### config.mk
export PLATFORM = sky130hd
export DESIGN_NAME = plo_ctrl
export DESIGN_NICKNAME = d
export VERILOG_FILES = /design/src/rtl/plo_ctrl.v
export VERILOG_INCLUDE_DIRS = /design/src /design/src/rtl
export SDC_FILE = /design/constraint.sdc
export NUM_CORES = 1
export LEC_CHECK = 0
export ABC_AREA = 1
export BUFFER_PORTS_ARGS = -buffer_cell sky130_fd_sc_hd__buf_2
export CORE_ASPECT_RATIO = 1.2
export CORE_MARGIN = 1.5
export CORE_UTILIZATION = 44
export CTS_CLUSTER_DIAMETER = 200
export DETAILED_ROUTE_END_ITERATION = 8
export PLACE_DENSITY = 0.74
export SKIP_LAST_GASP = 1
export SLEW_MARGIN = 0
export SYNTH_ARGS = -nofsm -noshare
export SYNTH_HDL_FRONTEND = slang
export SYNTH_SLANG_ARGS = --single-unit
export TNS_END_PERCENT = 20
### constraint.sdc
create_clock -name REF_CLK -period 1.1 [get_ports REF_CLK]
set_input_delay 0.165 -clock REF_CLK [delete_from_list [all_inputs] [get_ports REF_CLK]]
set_output_delay 0.165 -clock REF_CLK [all_outputs]
set_load 0.02 [all_outputs]
### src/rtl/plo_map.vh
/*
 * Register map, field positions, reset values and timer figures of the
 * link option control bank.
 * Assumes a 32-bit APB slave with one word per register.
 * Printed offsets are register indices; byte address is four times the index.
 */
`ifndef PLO_MAP_VH
`define PLO_MAP_VH

// register indices as printed, and their byte addresses
`define PLO_IDX_CTRL_ONE      8'h09
`define PLO_IDX_CTRL_TWO      8'h0A
`define PLO_ADDR_CTRL_ONE     8'h24
`define PLO_ADDR_CTRL_TWO     8'h28

// reset values
`define PLO_RST_CTRL_ONE      16'h0000
`define PLO_RST_CTRL_TWO      16'h0104
`define PLO_MASK_CTRL_ONE     16'h007E

// phy_control_one fields
`define PLO_C1_FAST_MDIX      6
`define PLO_C1_ROBUST_MDIX    5
`define PLO_C1_FAST_AN_EN     4
`define PLO_C1_FAST_AN_SEL_HI 3
`define PLO_C1_FAST_AN_SEL_LO 2
`define PLO_C1_EARLY_RXDV     1

// phy_control_two fields
`define PLO_C2_FAR_END_DROP   15
`define PLO_C2_FIBER_EN       14
`define PLO_C2_FAST_PD        6
`define PLO_C2_EXT_FDX        5
`define PLO_C2_LED_QUAL       4
`define PLO_C2_ISOLATE        3
`define PLO_C2_IDLE_ERR_DET   2
`define PLO_C2_ODD_NIB_DIS    1
`define PLO_C2_RX_CLK_SEL     0

// negotiation timers in ms: break link, link fail inhibit, wait
`define PLO_AN_SEL_00         2'h0
`define PLO_AN_SEL_01         2'h1
`define PLO_AN_SEL_10         2'h2
`define PLO_T00_BREAK         8'h50
`define PLO_T00_INHIBIT       8'h32
`define PLO_T00_WAIT          8'h23
`define PLO_T01_BREAK         8'h78
`define PLO_T01_INHIBIT       8'h4B
`define PLO_T01_WAIT          8'h32
`define PLO_T10_BREAK         8'hF0
`define PLO_T10_INHIBIT       8'h96
`define PLO_T10_WAIT          8'h64

`endif

### src/rtl/plo_ctrl.v
/*
 * Link option control bank of a 10/100 PHY: two control registers on APB
 * and the option logic they steer (start delimiter, duplex, LED, isolation,
 * odd-nibble transmit, far-end drop, RMII sample clock select).
 * Assumes PCLK is REF_CLK; TX_CLK, TX_EN, TX_ER and status/strap pins come
 * from outside this clock and are synchronised here; receive symbol strobes
 * come from PCS logic on REF_CLK.
 * Registers sit in the low half of the 32-bit word; the upper half reads zero.
 */
// Summary of operation
// - two-bit select picks 80/50/35, 120/75/50, 240/150/100 timers whether or not fast enabled
// - early mode raises receive valid on the /J/ symbol alone
// - early mode flags receive error when /K/ does not follow /J/
// - normal mode raises receive valid only after /J/ then /K/
// - far-end drop turns transmitter off on link loss, 100 Mbps only
// - fiber bit loaded from strap at reset, writable, selects 100BASE-FX
// - fast parallel-detect bit selects shortened parallel-detect link-up time
// - fast parallel-detect bit set automatically by fast or robust crossover mode
// - extended full duplex forces full duplex against forced 100BASE-TX partner when local is 100BASE-TX
// - without extended full duplex, duplex follows standard parallel detection
// - qualified LED lights only for 100BASE-TX full duplex links
// - qualified LED shows link only, no activity blinking
// - isolation blanks MII outputs on 100TX half duplex or any 10 Mbps link
// - idle error detect bit enables receive errors during idle
// - odd-nibble control one disables odd-nibble transmit error detection
// - odd-nibble end stretches transmit enable one cycle with transmit error
// - RMII receive data sampled on receive clock pin or crystal reference
`timescale 1ns/10ps
`default_nettype none
`include "plo_map.vh"

module plo_ctrl (
    input  wire        REF_CLK,
    input  wire        RESET,
    input  wire        PSEL,
    input  wire        PENABLE,
    input  wire        PWRITE,
    input  wire [7:0]  PADDR,
    input  wire [31:0] PWDATA,
    output reg  [31:0] PRDATA,
    output reg         PREADY,
    output reg         PSLVERR,
    input  wire        FIBER_STRAP,
    input  wire        RMII_MODE,
    input  wire        LINK_UP,
    input  wire        SPEED_100,
    input  wire        LOCAL_100TX,
    input  wire        PARTNER_FORCED_100TX,
    input  wire        PD_FULL_DUPLEX,
    input  wire        ACTIVITY,
    input  wire        RX_SYM_STB,
    input  wire        RX_SYM_J,
    input  wire        RX_SYM_K,
    input  wire        RX_SYM_END,
    input  wire        RX_SYM_ERR,
    input  wire        TX_CLK,
    input  wire        TX_EN,
    input  wire        TX_ER,
    output reg         FAST_AN_ACTIVE,
    output reg  [7:0]  AN_BREAK_MS,
    output reg  [7:0]  AN_INHIBIT_MS,
    output reg  [7:0]  AN_WAIT_MS,
    output reg         RX_DV,
    output reg         RX_ER,
    output reg         TX_EN_PCS,
    output reg         TX_ER_PCS,
    output reg         TX_DISABLE,
    output reg         FIBER_MODE,
    output reg         FAST_PD_LINKUP,
    output reg         FULL_DUPLEX,
    output reg         LED_LINK,
    output reg         MII_ISOLATE,
    output reg         RX_SAMPLE_ON_RXCLK
);

    localparam RX_IDLE = 2'h0;
    localparam RX_GOTJ = 2'h1;
    localparam RX_DATA = 2'h2;

    // synchronisers for pins and the transmit clock domain
    reg  [9:0]  sync1_r;
    reg  [9:0]  sync2_r;
    wire [9:0]  pins;
    assign pins = {TX_ER, TX_EN, TX_CLK, ACTIVITY, PD_FULL_DUPLEX,
                   PARTNER_FORCED_100TX, LOCAL_100TX, SPEED_100, LINK_UP,
                   FIBER_STRAP};

    wire strap_s   = sync2_r[0];
    wire link_s    = sync2_r[1];
    wire spd100_s  = sync2_r[2];
    wire local_s   = sync2_r[3];
    wire partner_s = sync2_r[4];
    wire pdfull_s  = sync2_r[5];
    wire act_s     = sync2_r[6];
    wire txclk_s   = sync2_r[7];
    wire txen_s    = sync2_r[8];
    wire txer_s    = sync2_r[9];

    // no reset on the chain: the strap must already be settled when reset ends
    always @(posedge REF_CLK) begin
        sync1_r <= pins;
        sync2_r <= sync1_r;
    end

    reg  [15:0] ctrl_one_r;
    reg  [15:0] ctrl_two_r;
    reg  [15:0] ctrl_two_nxt;
    reg         strap_done_r;

    // a write lands on the completing edge, when ready is already high
    wire wr_fire  = PSEL & PENABLE & PREADY & PWRITE;
    wire hit_one  = (PADDR == `PLO_ADDR_CTRL_ONE);
    wire hit_two  = (PADDR == `PLO_ADDR_CTRL_TWO);

    wire fast_mdix   = ctrl_one_r[`PLO_C1_FAST_MDIX];
    wire robust_mdix = ctrl_one_r[`PLO_C1_ROBUST_MDIX];

    // crossover modes keep fast parallel detect set; a write of zero loses
    always @* begin
        ctrl_two_nxt = ctrl_two_r;
        if (wr_fire && hit_two) begin
            ctrl_two_nxt = PWDATA[15:0];
        end
        if (fast_mdix || robust_mdix) begin
            ctrl_two_nxt[`PLO_C2_FAST_PD] = 1'b1;
        end
    end

    always @(posedge REF_CLK) begin
        if (RESET) begin
            ctrl_one_r   <= `PLO_RST_CTRL_ONE;
            ctrl_two_r   <= `PLO_RST_CTRL_TWO;
            strap_done_r <= 1'b0;
        end else begin
            // reserved bits of phy_control_one never store, so reads return zero
            if (wr_fire && hit_one) begin
                ctrl_one_r <= PWDATA[15:0] & `PLO_MASK_CTRL_ONE;
            end
            ctrl_two_r <= ctrl_two_nxt;
            // strap sampled on the first edge after release, once synchronised
            if (!strap_done_r) begin
                strap_done_r                  <= 1'b1;
                ctrl_two_r[`PLO_C2_FIBER_EN]  <= strap_s;
            end
        end
    end

    // APB slave: one wait state, PREADY registered
    // read data is captured on the first access edge and holds until the next access, read or write
    always @(posedge REF_CLK) begin
        if (RESET) begin
            PREADY  <= 1'b0;
            PRDATA  <= 32'h0000_0000;
            PSLVERR <= 1'b0;
        end else if (PSEL && PENABLE && !PREADY) begin
            PREADY  <= 1'b1;
            PSLVERR <= !(hit_one || hit_two);
            if (hit_one) begin
                PRDATA <= {16'h0000, ctrl_one_r};
            end else if (hit_two) begin
                PRDATA <= {16'h0000, ctrl_two_r};
            end else begin
                PRDATA <= 32'h0000_0000;
            end
        end else begin
            PREADY  <= 1'b0;
            PSLVERR <= 1'b0;
        end
    end

    // negotiation timers; code 11 has no timers and leaves fast mode off
    // timers follow the select even while fast mode is off, so enabling needs no settling
    wire [1:0] an_sel = ctrl_one_r[`PLO_C1_FAST_AN_SEL_HI:`PLO_C1_FAST_AN_SEL_LO];
    wire       an_en  = ctrl_one_r[`PLO_C1_FAST_AN_EN];

    always @(posedge REF_CLK) begin
        if (RESET) begin
            FAST_AN_ACTIVE <= 1'b0;
            AN_BREAK_MS    <= 8'h00;
            AN_INHIBIT_MS  <= 8'h00;
            AN_WAIT_MS     <= 8'h00;
        end else begin
            FAST_AN_ACTIVE <= an_en && (an_sel != 2'h3);
            if (an_sel == `PLO_AN_SEL_00) begin
                AN_BREAK_MS   <= `PLO_T00_BREAK;
                AN_INHIBIT_MS <= `PLO_T00_INHIBIT;
                AN_WAIT_MS    <= `PLO_T00_WAIT;
            end else if (an_sel == `PLO_AN_SEL_01) begin
                AN_BREAK_MS   <= `PLO_T01_BREAK;
                AN_INHIBIT_MS <= `PLO_T01_INHIBIT;
                AN_WAIT_MS    <= `PLO_T01_WAIT;
            end else if (an_sel == `PLO_AN_SEL_10) begin
                AN_BREAK_MS   <= `PLO_T10_BREAK;
                AN_INHIBIT_MS <= `PLO_T10_INHIBIT;
                AN_WAIT_MS    <= `PLO_T10_WAIT;
            end else begin
                AN_BREAK_MS   <= 8'h00;
                AN_INHIBIT_MS <= 8'h00;
                AN_WAIT_MS    <= 8'h00;
            end
        end
    end

    // link status derived options
    // status pins reach these outputs about three edges after they change
    wire early_rxdv = ctrl_one_r[`PLO_C1_EARLY_RXDV];
    wire ext_fdx    = ctrl_two_r[`PLO_C2_EXT_FDX];
    wire fdx_now    = (ext_fdx && local_s && partner_s) ? 1'b1 : pdfull_s;
    wire iso_now    = ctrl_two_r[`PLO_C2_ISOLATE] && link_s
                      && (!spd100_s || !fdx_now);

    always @(posedge REF_CLK) begin
        if (RESET) begin
            TX_DISABLE         <= 1'b0;
            FIBER_MODE         <= 1'b0;
            FAST_PD_LINKUP     <= 1'b0;
            FULL_DUPLEX        <= 1'b0;
            LED_LINK           <= 1'b0;
            MII_ISOLATE        <= 1'b0;
            RX_SAMPLE_ON_RXCLK <= 1'b0;
        end else begin
            TX_DISABLE     <= ctrl_two_r[`PLO_C2_FAR_END_DROP] && spd100_s
                              && !link_s;
            FIBER_MODE     <= ctrl_two_r[`PLO_C2_FIBER_EN];
            FAST_PD_LINKUP <= ctrl_two_r[`PLO_C2_FAST_PD];
            FULL_DUPLEX    <= fdx_now;
            MII_ISOLATE    <= iso_now;
            // activity blanks the LED in plain mode; qualified mode ignores it
            if (ctrl_two_r[`PLO_C2_LED_QUAL]) begin
                LED_LINK <= link_s && spd100_s && fdx_now;
            end else begin
                LED_LINK <= link_s && !act_s;
            end
            RX_SAMPLE_ON_RXCLK <= RMII_MODE && ctrl_two_r[`PLO_C2_RX_CLK_SEL];
        end
    end

    // receive start delimiter tracking
    reg [1:0] rx_state_r;
    reg [1:0] rx_state_nxt;
    reg       rx_dv_nxt;
    reg       rx_er_nxt;

    always @* begin
        rx_state_nxt = rx_state_r;
        rx_dv_nxt    = RX_DV & ~iso_now;
        rx_er_nxt    = 1'b0;
        if (RX_SYM_STB) begin
            case (rx_state_r)
                RX_IDLE: begin
                    if (RX_SYM_J) begin
                        rx_state_nxt = RX_GOTJ;
                        rx_dv_nxt    = early_rxdv;
                    end else if (RX_SYM_ERR && ctrl_two_r[`PLO_C2_IDLE_ERR_DET]) begin
                        rx_er_nxt = 1'b1;
                    end
                end
                RX_GOTJ: begin
                    if (RX_SYM_K) begin
                        rx_state_nxt = RX_DATA;
                        rx_dv_nxt    = 1'b1;
                    end else begin
                        rx_state_nxt = RX_IDLE;
                        rx_dv_nxt    = 1'b0;
                        rx_er_nxt    = early_rxdv;
                    end
                end
                RX_DATA: begin
                    if (RX_SYM_END) begin
                        rx_state_nxt = RX_IDLE;
                        rx_dv_nxt    = 1'b0;
                    end else begin
                        rx_er_nxt = RX_SYM_ERR;
                    end
                end
                default: begin
                    rx_state_nxt = RX_IDLE;
                    rx_dv_nxt    = 1'b0;
                end
            endcase
        end
        // isolation wins over any symbol decoded in the same cycle
        if (iso_now) begin
            rx_dv_nxt = 1'b0;
            rx_er_nxt = 1'b0;
        end
    end

    always @(posedge REF_CLK) begin
        if (RESET) begin
            rx_state_r <= RX_IDLE;
            RX_DV      <= 1'b0;
            RX_ER      <= 1'b0;
        end else begin
            rx_state_r <= rx_state_nxt;
            RX_DV      <= rx_dv_nxt;
            RX_ER      <= rx_er_nxt;
        end
    end

    // transmit path on synchronised TX_CLK rising edges
    // nibble parity restarts with every frame, so a cut frame cannot leak into the next
    reg  txclk_d_r;
    reg  nib_odd_r;
    reg  stretch_r;
    wire tx_edge = txclk_s & ~txclk_d_r;
    wire odd_det = ~ctrl_two_r[`PLO_C2_ODD_NIB_DIS];

    always @(posedge REF_CLK) begin
        if (RESET) begin
            txclk_d_r <= 1'b0;
            nib_odd_r <= 1'b0;
            stretch_r <= 1'b0;
            TX_EN_PCS <= 1'b0;
            TX_ER_PCS <= 1'b0;
        end else begin
            txclk_d_r <= txclk_s;
            if (tx_edge) begin
                if (txen_s) begin
                    nib_odd_r <= ~nib_odd_r;
                    stretch_r <= 1'b0;
                    TX_EN_PCS <= 1'b1;
                    TX_ER_PCS <= txer_s;
                end else if (TX_EN_PCS && !stretch_r && nib_odd_r && odd_det) begin
                    // frame ended on an odd nibble: one extra cycle flagged bad
                    stretch_r <= 1'b1;
                    nib_odd_r <= 1'b0;
                    TX_EN_PCS <= 1'b1;
                    TX_ER_PCS <= 1'b1;
                end else begin
                    stretch_r <= 1'b0;
                    nib_odd_r <= 1'b0;
                    TX_EN_PCS <= 1'b0;
                    TX_ER_PCS <= 1'b0;
                end
            end
        end
    end

endmodule // plo_ctrl

`default_nettype wire

==> results of run 1 <==
path summary, 6_finish.rpt:
check / from / end / slack, ns / cells after the start
hold reg to reg: sync1_r[5] / sync2_r[5] / 0.33 / 0
hold / removal: RMII_MODE / RX_SAMPLE_ON_RXCLK / 0.03 / 3
setup / recovery: PREADY / ctrl_two_r[11] / -0.23 / 8
setup reg to reg: PREADY / ctrl_two_r[11] / -0.23 / 8
synth_stat cells (all sizes together):
| master | n |
|---|---|
| clkbuf | 3 |
| clkinv | 1 |
| o21ai | 17 |
| o211ai | 1 |
| and2 | 2 |
| inv | 43 |
| buf | 48 |
| nor3 | 5 |
| conb | 1 |
| ha | 5 |
| nand4 | 2 |
| nand3b | 6 |
| or2 | 2 |
| nand3 | 39 |
| or3 | 1 |
| dfxtp | 85 |
| nor4 | 1 |
| nor2 | 39 |
| nand2 | 72 |
| a21oi | 35 |
area by class of cell:
type / count / area, um2 / area share, %
timing repair buffer: 147 / 1040 / 22.8
clock inverter: 5 / 35.0 / 0.770
multi-input combinational: 251 / 1330 / 29.2
clock buffer: 11 / 151 / 3.33
tap: 92 / 115 / 2.53
sequential: 85 / 1710 / 37.6
inverter: 44 / 173 / 3.80
worst max-delay path: stages (launching register included):
cell and delay (ns):
dfxtp_4 0.35, buf_6 0.09, nand2_4 0.04, nor2_4 0.19, buf_12 0.14, buf_6 0.10
nand3_2 0.14, nand2_1 0.10, a21oi_1 0.06
where the power goes:
part	internal, mW	switching [mW]
clock network	0.944	1.10
logic	0.343	0.434
registers	3.19	0.0496
cell usage in the layout (no fill, tap or decap), types with 2 or more instances in the layout:
master / instances
clkinv_4: 2
buf_2: 93
nand3_1: 36
dlygate4sd3_1: 10
a21oi_2: 9
nand2_4: 2
nand2_2: 15
nand2_1: 55
clkbuf_8: 11
conb_1: 21
o21ai_0: 15
nand4_1: 2
nor3_1: 4
nor2_4: 2
nor2_1: 35
buf_4: 32
inv_2: 3
nor2_2: 2
nand3_4: 2
ha_1: 5
nand3_2: 4
buf_6: 4
buf_16: 2
buf_12: 5
nand3b_1: 6
inv_1: 39
a21oi_1: 26
dfxtp_1: 81
dfxtp_2: 3
clkinv_2: 2
cell families (layout without fill, tap and decap cells):
family / after synthesis / in the layout / share of synthesized area [%]
adders and majority gates: 5 / 5 / 1.83
DFF: 85 / 85 / 49.9
buffers and inverters: 95 / 207 / 15.8
AOI/OAI and AO/OA: 53 / 53 / 8.84
other: 1 / 21 / 0.110
and+or+nand+nor: 169 / 172 / 23.5
what timing repair did:
item                                    in CTS  in global routing
buffers inserted                             8                  6
hold buffers                                10                  0
endpoints found under the hold margin       10                  0
gates cloned                                 5                  1
gates resized for setup                     10                 18
pin swaps                                    4                  7
endpoints found under the setup margin      44                 50
layer usage:
metal / up-vias / part of all wire (%) / global-route usage (%)
met2: 105 / 54 / 34.8
met3: 15 / 6.2 / 3.73
met4: 0 / 1.5 / 9.23
li1: 1502 / - / -
met1: 1379 / 39 / 20.3
met5: - / 0 / 0
through the flow:
stage                     instances  power [mW]  hold WS, ns  TNS, ns
final                           635        6.05       0.0341    -5.01
after global routing            635        6.27       0.0505    -7.60
after CTS                       629        6.02       0.0336    -3.50
after detailed placement        590        3.94        0.269    -5.81
after global placement          590        3.92        0.268    -4.29
after floorplan                 428        3.74        0.193    -1.32
state kept, by name, summed over array words and instances, names as in the netlist, 2 cells and up:
register	count
PRDATA	16
ctrl_two_r	16
sync1_r	10
sync2_r	10
ctrl_one_r	6
AN_BREAK_MS	3
AN_WAIT_MS	3
rx_state_r	2
==> results.cfg, run 1 <==
[floorplan]
placement_rows = 35
die_y_um = 99.5
core_mm2 = 0.00762
initial_utilization_pct = 44.8
dieArea_mm2 = 0.00829
fp.dieW_um = 83.4
io_pins = 131

[clock_network]
h-tree-depth = 3
clk_pin_slew_ns = 0.09
cts_max_path_buffers = 2
tritoncts = yes
clock_latency_ns = 0.35
numClockSinks = 85
root_buffer = clkbuf_8
cts_buffers = 9

[global_routing]
grt_first_pass_wirelength_um = 12400
antenna_found_initial = 0
grt_use_total_pct = 18.8
first_global_vias = 2768
grt_max_degree = 19
gr-total-overflow = 0

[place]
place_ws_ns = -0.214
hpwl_um = 5260
gp_congestion = 0.837
dpl-instance-area_mm2 = 0.00397
portBuffers = 93

[final_layout]
drive_gt1_share_pct = 37.0
num-fill-cells = 659
num_antenna_cells = 0
design_area_mm2 = 0.00455
postLayoutCoreUtil_pct = 59.7
syn2layout_area_growth_pct = 33.3
finalNetCount = 604

[route]
drt_iter0_markers = 137
wl_um = 8000
num_vias = 3001
drt_first_pass_iters = 6
ant_nets = 0
drcViolationCount = 0
post_drt_wl_per_cell_um = 12.6
vias_per_cell = 4.73

[run]
maxCapViolCount = 0

[sta]
setup_ws_ns = -0.230
finalCritPeriodShare_pct = 121
drv_slew = 0
maxClockFrequency_mhz = 752
timing.final.hold_violations = 0
rsz0062_at_grt = true
setup_viol = 39
skew_ns = 0.00644
fin_crit_ns = 1.33

[synthesis]
yosys.area.top_type = dfxtp_1
synth.distinct_cells = 35
syn_area_mm2 = 0.00341
ys_ff_latch = 85
netlist_instances = 408
synth.area.top_cells = dfxtp_1, buf_4, nand2_1
synth_top_area_share_pct = 49.9
avgSynthCellArea_um2 = 8.36
yosysWarnings = 0
yosysSeqAreaShare_pct = 49.9

[hold_path]
hp-class = input port to flip-flop

[power_and_ir_drop]
ir_drop_v = 0.00106
leakage_nw = 2.20
p_per_area_mw_per_mm2 = 1330

[critical_path]
critical_path_class = flip-flop to flip-flop
startpoint_type = flip-flop
critical_path.max_fanout = 4
critPathArrivalTime_ns = 1.57
required_ns = 1.34
endpoint_kind = flip-flop

[status]
failed_checks = setup timing
outcome = finished with violations
Note: power is estimated with default switching activity, not from simulation.
==> inputs of run 2 (changes only) <==
- SETUP_SLACK_MARGIN: unset -> 0.1
==> results.cfg, run 2 (synthesis gave the netlist of run 1 again) <==
[final_layout]
postLayoutCoreUtil_pct = 58.3
num_antenna_cells = 0
top_regs = PRDATA: 16 flops, ctrl_two_r: 16 flops
multi_input_area_mm2 = 0.00132
seq_area_mm2 = 0.00171
finalNetCount = 591
final_cell_mix = buf_2, dfxtp_1, nand2_1, inv_1, nand3_1
drive_gt1_share_pct = 37.2
num-fill-cells = 693
stdcell_count = 622
layout_commonest_cell = buf_2
syn2layout_area_growth_pct = 30.1

[global_routing]
gr-total-overflow = 0
first_global_vias = 2724
use_met2_pct = 31.8
antenna_found_initial = 0
grtUsageMet1_pct = 19.9
grt_max_degree = 29
grt_first_pass_wirelength_um = 11700
grt_use_total_pct = 17.7
met3_usage_pct = 5.23
busiest_layer = met2

[place]
gp_congestion = 0.829
portBuffers = 93
place_inst = 589
hpwl_um = 5090
place_ws_ns = -0.189

[power_and_ir_drop]
power.total_mw = 6.29
ir_drop_v = 0.00116
p_per_area_mw_per_mm2 = 1420
leakage_nw = 2.13

[route]
ant_nets = 0
drt_first_pass_iters = 4
num_vias = 2861
drt_iter0_markers = 108
vias_per_cell = 4.60
drcViolationCount = 0
wl_um = 7230
post_drt_wl_per_cell_um = 11.6

[hold_path]
min_from = RMII_MODE
hold_path_end = RX_SAMPLE_ON_RXCLK
whs_path_depth = 3
hp-class = input port to flip-flop

[clock_network]
cts_buffers = 9
h-tree-depth = 3
cts_max_path_buffers = 2
root_buffer = clkbuf_8
tritoncts = yes
numClockSinks = 85
clk_pin_slew_ns = 0.08
clock_latency_ns = 0.35

[sta]
maxClockFrequency_mhz = 836
rsz0062_at_grt = true
skew_ns = 0.00675
setup_viol = 17
timing.final.hold_violations = 0
finalSetupTns_ns = -0.550
finalCritPeriodShare_pct = 109
drv_slew = 0
fin_crit_ns = 1.20
setup_ws_ns = -0.0961

[floorplan]
placement_rows = 35
die_y_um = 99.5
core_mm2 = 0.00762
io_pins = 131
fp.dieW_um = 83.4
initial_utilization_pct = 44.8
dieArea_mm2 = 0.00829

[critical_path]
critical_path.max_fanout = 8
required_ns = 1.33
critical_path_class = flip-flop to flip-flop
r2r_end = PRDATA[13]
r2r-start = PREADY
r2r_slack_ns = -0.1
rr_worst_depth = 6
startpoint_type = flip-flop
critPathArrivalTime_ns = 1.43
endpoint_kind = flip-flop

[run]
maxCapViolCount = 0

[status]
outcome = finished with violations
failed_checks = setup timing
run 2: cell types whose count changed in the layout (fill, tap and decap cells not counted), moves of 3 or more:
cell / previous run / this run
o21ai_0: 15 / 12
o21ai_1: 1 / 4
a21oi_2: 9 / 14
buf_4: 32 / 24
a21oi_1: 26 / 21
nand2_1: 55 / 58
run 2: cell type report:
class | instances | share of cell area (%)
Multi-Input combinational cell | 248 | 29.7
Clock buffer | 9 | 2.79
Inverter | 44 | 3.78
Timing Repair Buffer | 137 | 20.6
Clock inverter | 7 | 2.03
Sequential cell | 85 | 38.5
Tap cell | 92 | 2.59
run 2: worst max path at each step:
stage,depth (start not counted),endpoint,from,slack [ns]
floorplan,5,stretch_r,sync2_r[7],-0.06
global placement,8,PSLVERR,PADDR[0],-0.24
detailed placement,8,ctrl_two_r[7],PADDR[4],-0.19
CTS,5,PRDATA[9],PREADY,-0.06
global route,6,PRDATA[7],PREADY,-0.14
finish,6,PRDATA[13],PREADY,-0.1
run 2: repair_timing:
action,CTS,global route
hold buffers,10,0
setup endpoints to repair,82,99
pin swaps,1,11
endpoints found under the hold margin,10,0
gates resized for setup,5,31
setup buffers,0,7
run 2: power by group:
part           total [mW]  leakage (nW)  internal [mW]  switching [mW]
clock network        2.32         0.105           1.26            1.06
registers            3.24         0.702           3.19          0.0501
logic               0.732          1.32          0.307           0.425
run 2: metal layers:
layer / vias up / part of all wire [%]
li1: 1464 / -
met1: 1298 / 41
met2: 87 / 51
met3: 12 / 5.9
met4: 0 / 1.5
met5: - / 0
run 2: worst max-delay path: stages, from the launching register on:
cell	delay (ns)
dfxtp_4	0.35
or2_4	0.26
inv_4	0.08
buf_12	0.12
buf_8	0.12
buf_6	0.10
a21oi_2	0.04
run 2: metrics by stage:
stage,hold slack [ns],area [um2]
6_report,0.0369,4440
2_1_floorplan,0.193,3510
3_5_place_dp,0.269,3990
3_3_place_gp,0.267,3990
4_1_cts,0.0361,4310
5_1_grt,0.0371,4440
==> inputs of run 3 (changes only) <==
- BUFFER_PORTS_ARGS: -buffer_cell sky130_fd_sc_hd__buf_2 -> -buffer_cell sky130_fd_sc_hd__buf_4
==> results.cfg, run 3 (synthesis gave the netlist of run 1 again) <==
[final_layout]
num-fill-cells = 639
finalNetCount = 603
top_regs = PRDATA: 16 flops, ctrl_two_r: 16 flops
final_cell_mix = buf_4, dfxtp_1, nand2_1, inv_1, nand3_1
drive_gt1_share_pct = 38.7
layout_commonest_cell = buf_4
syn2layout_area_growth_pct = 42.2
num_antenna_cells = 0

[power_and_ir_drop]
power.total_mw = 6.30
ir_drop_v = 0.00103
leakage_nw = 2.25
p_per_area_mw_per_mm2 = 1300

[route]
drt_first_pass_iters = 4
wl_um = 8230
drcViolationCount = 0
post_drt_wl_per_cell_um = 13.0
vias_per_cell = 4.71
num_vias = 2989
ant_nets = 0
drt_iter0_markers = 171

[global_routing]
gr-total-overflow = 0
grt_first_pass_wirelength_um = 12800
antenna_found_initial = 0
first_global_vias = 2810
grt_use_total_pct = 19.1
grt_max_degree = 23

[sta]
fin_crit_ns = 1.19
setup_viol = 35
maxClockFrequency_mhz = 843
timing.final.hold_violations = 0
drv_slew = 0
rsz0062_at_grt = true
skew_ns = 0.00676
setup_ws_ns = -0.0862
finalCritPeriodShare_pct = 108
finalSetupTns_ns = -1.16

[clock_network]
cts_max_path_buffers = 2
h-tree-depth = 3
clock_latency_ns = 0.36
cts_buffers = 9
clk_pin_slew_ns = 0.08
tritoncts = yes
numClockSinks = 85
root_buffer = clkbuf_8

[critical_path]
critical_path_class = flip-flop to flip-flop
slowest_stage = dfxtp_4
startpoint_type = flip-flop
critPathArrivalTime_ns = 1.45
cp_slowest_stage_delay_ns = 0.35
critical_path.max_fanout = 5
required_ns = 1.36
endpoint_kind = flip-flop
path_cells = or2_4, clkinv_8, clkbuf_16, nand3_1, nand2_1, inv_1

[status]
outcome = finished with violations
failed_checks = setup timing

[floorplan]
core_mm2 = 0.00762
dieArea_mm2 = 0.00829
io_pins = 131
initial_utilization_pct = 44.8
fp.dieW_um = 83.4
placement_rows = 35
die_y_um = 99.5

[place]
hpwl_um = 5370
gp_congestion = 0.807
portBuffers = 93
place_ws_ns = -0.217

[run]
maxCapViolCount = 0

[hold_path]
hp-class = input port to flip-flop
==> run 3: cell types whose count changed in the layout (fill, tap and decap cells not counted), sizes merged <==
cell / change
clkbuf: +4
bufinv: -1
buf: +9
==> run 3: final cells by class <==
cell class                      instances  area (um2)  share of cell area [%]
Clock buffer                           10         128                    2.63
Timing Repair Buffer                  149        1320                    27.1
Multi-Input combinational cell        248        1340                    27.6
Inverter                               44         178                    3.66
Sequential cell                        85        1710                    35.3
Clock inverter                          6        63.8                    1.32
Tap cell                               92         115                    2.37
==> run 3: layer usage <==
layer  part of all wire (%)  global-route usage, %  vias to the layer above  routed length [um]
li1                       -                      -                     1491                   -
met1                     39                   20.8                     1371                3230
met2                     52                   34.9                      112                4310
met3                    6.1                   4.90                       15                 498
met4                    2.3                   8.72                        0                 191
met5                      0                      0                        -                   0
==> run 3: critical path: cells and delay by family (launching register included) <==
kind | cells | cell delay [ns]
buffers and inverters | 3 | 0.28
DFF | 1 | 0.35
and+or+nand+nor | 3 | 0.45
==> run 3: worst paths after layout <==
check | from | endpoint | slack (ns) | cells past startpoint
max | PREADY | PRDATA[1] | -0.09 | 6
min | RMII_MODE | RX_SAMPLE_ON_RXCLK | 0.04 | 3
max reg2reg | PREADY | PRDATA[1] | -0.09 | 6
min reg2reg | sync1_r[7] | sync2_r[7] | 0.33 | 0
==> run 3: power breakdown <==
| group | leakage, nW | internal, mW | switching [mW] |
|---|---|---|---|
| Combinational | 1.46 | 0.419 | 0.441 |
| Clock | 0.0927 | 1.05 | 1.15 |
| Sequential | 0.702 | 3.19 | 0.0602 |
==> run 3: repair_timing <==
| action | in CTS | in global routing |
|---|---|---|
| hold endpoints to repair | 10 | 0 |
| gates cloned | 2 | 3 |
| hold buffers | 10 | 0 |
| endpoints found under the setup margin | 83 | 90 |
| pin swaps | 2 | 13 |
| gates resized for setup | 12 | 29 |
| buffers inserted | 3 | 7 |
==> run 3: through the flow <==
step / instance area, um2 / instances / hold WS (ns) / util, %
global route: 4850 / 634 / 0.0507 / 63.7
global placement: 4250 / 593 / 0.270 / 55.7
CTS: 4640 / 624 / 0.0438 / 60.9
detailed placement: 4250 / 593 / 0.270 / 55.7
finish: 4850 / 634 / 0.0445 / 63.7
floorplan: 3510 / 428 / 0.193 / -
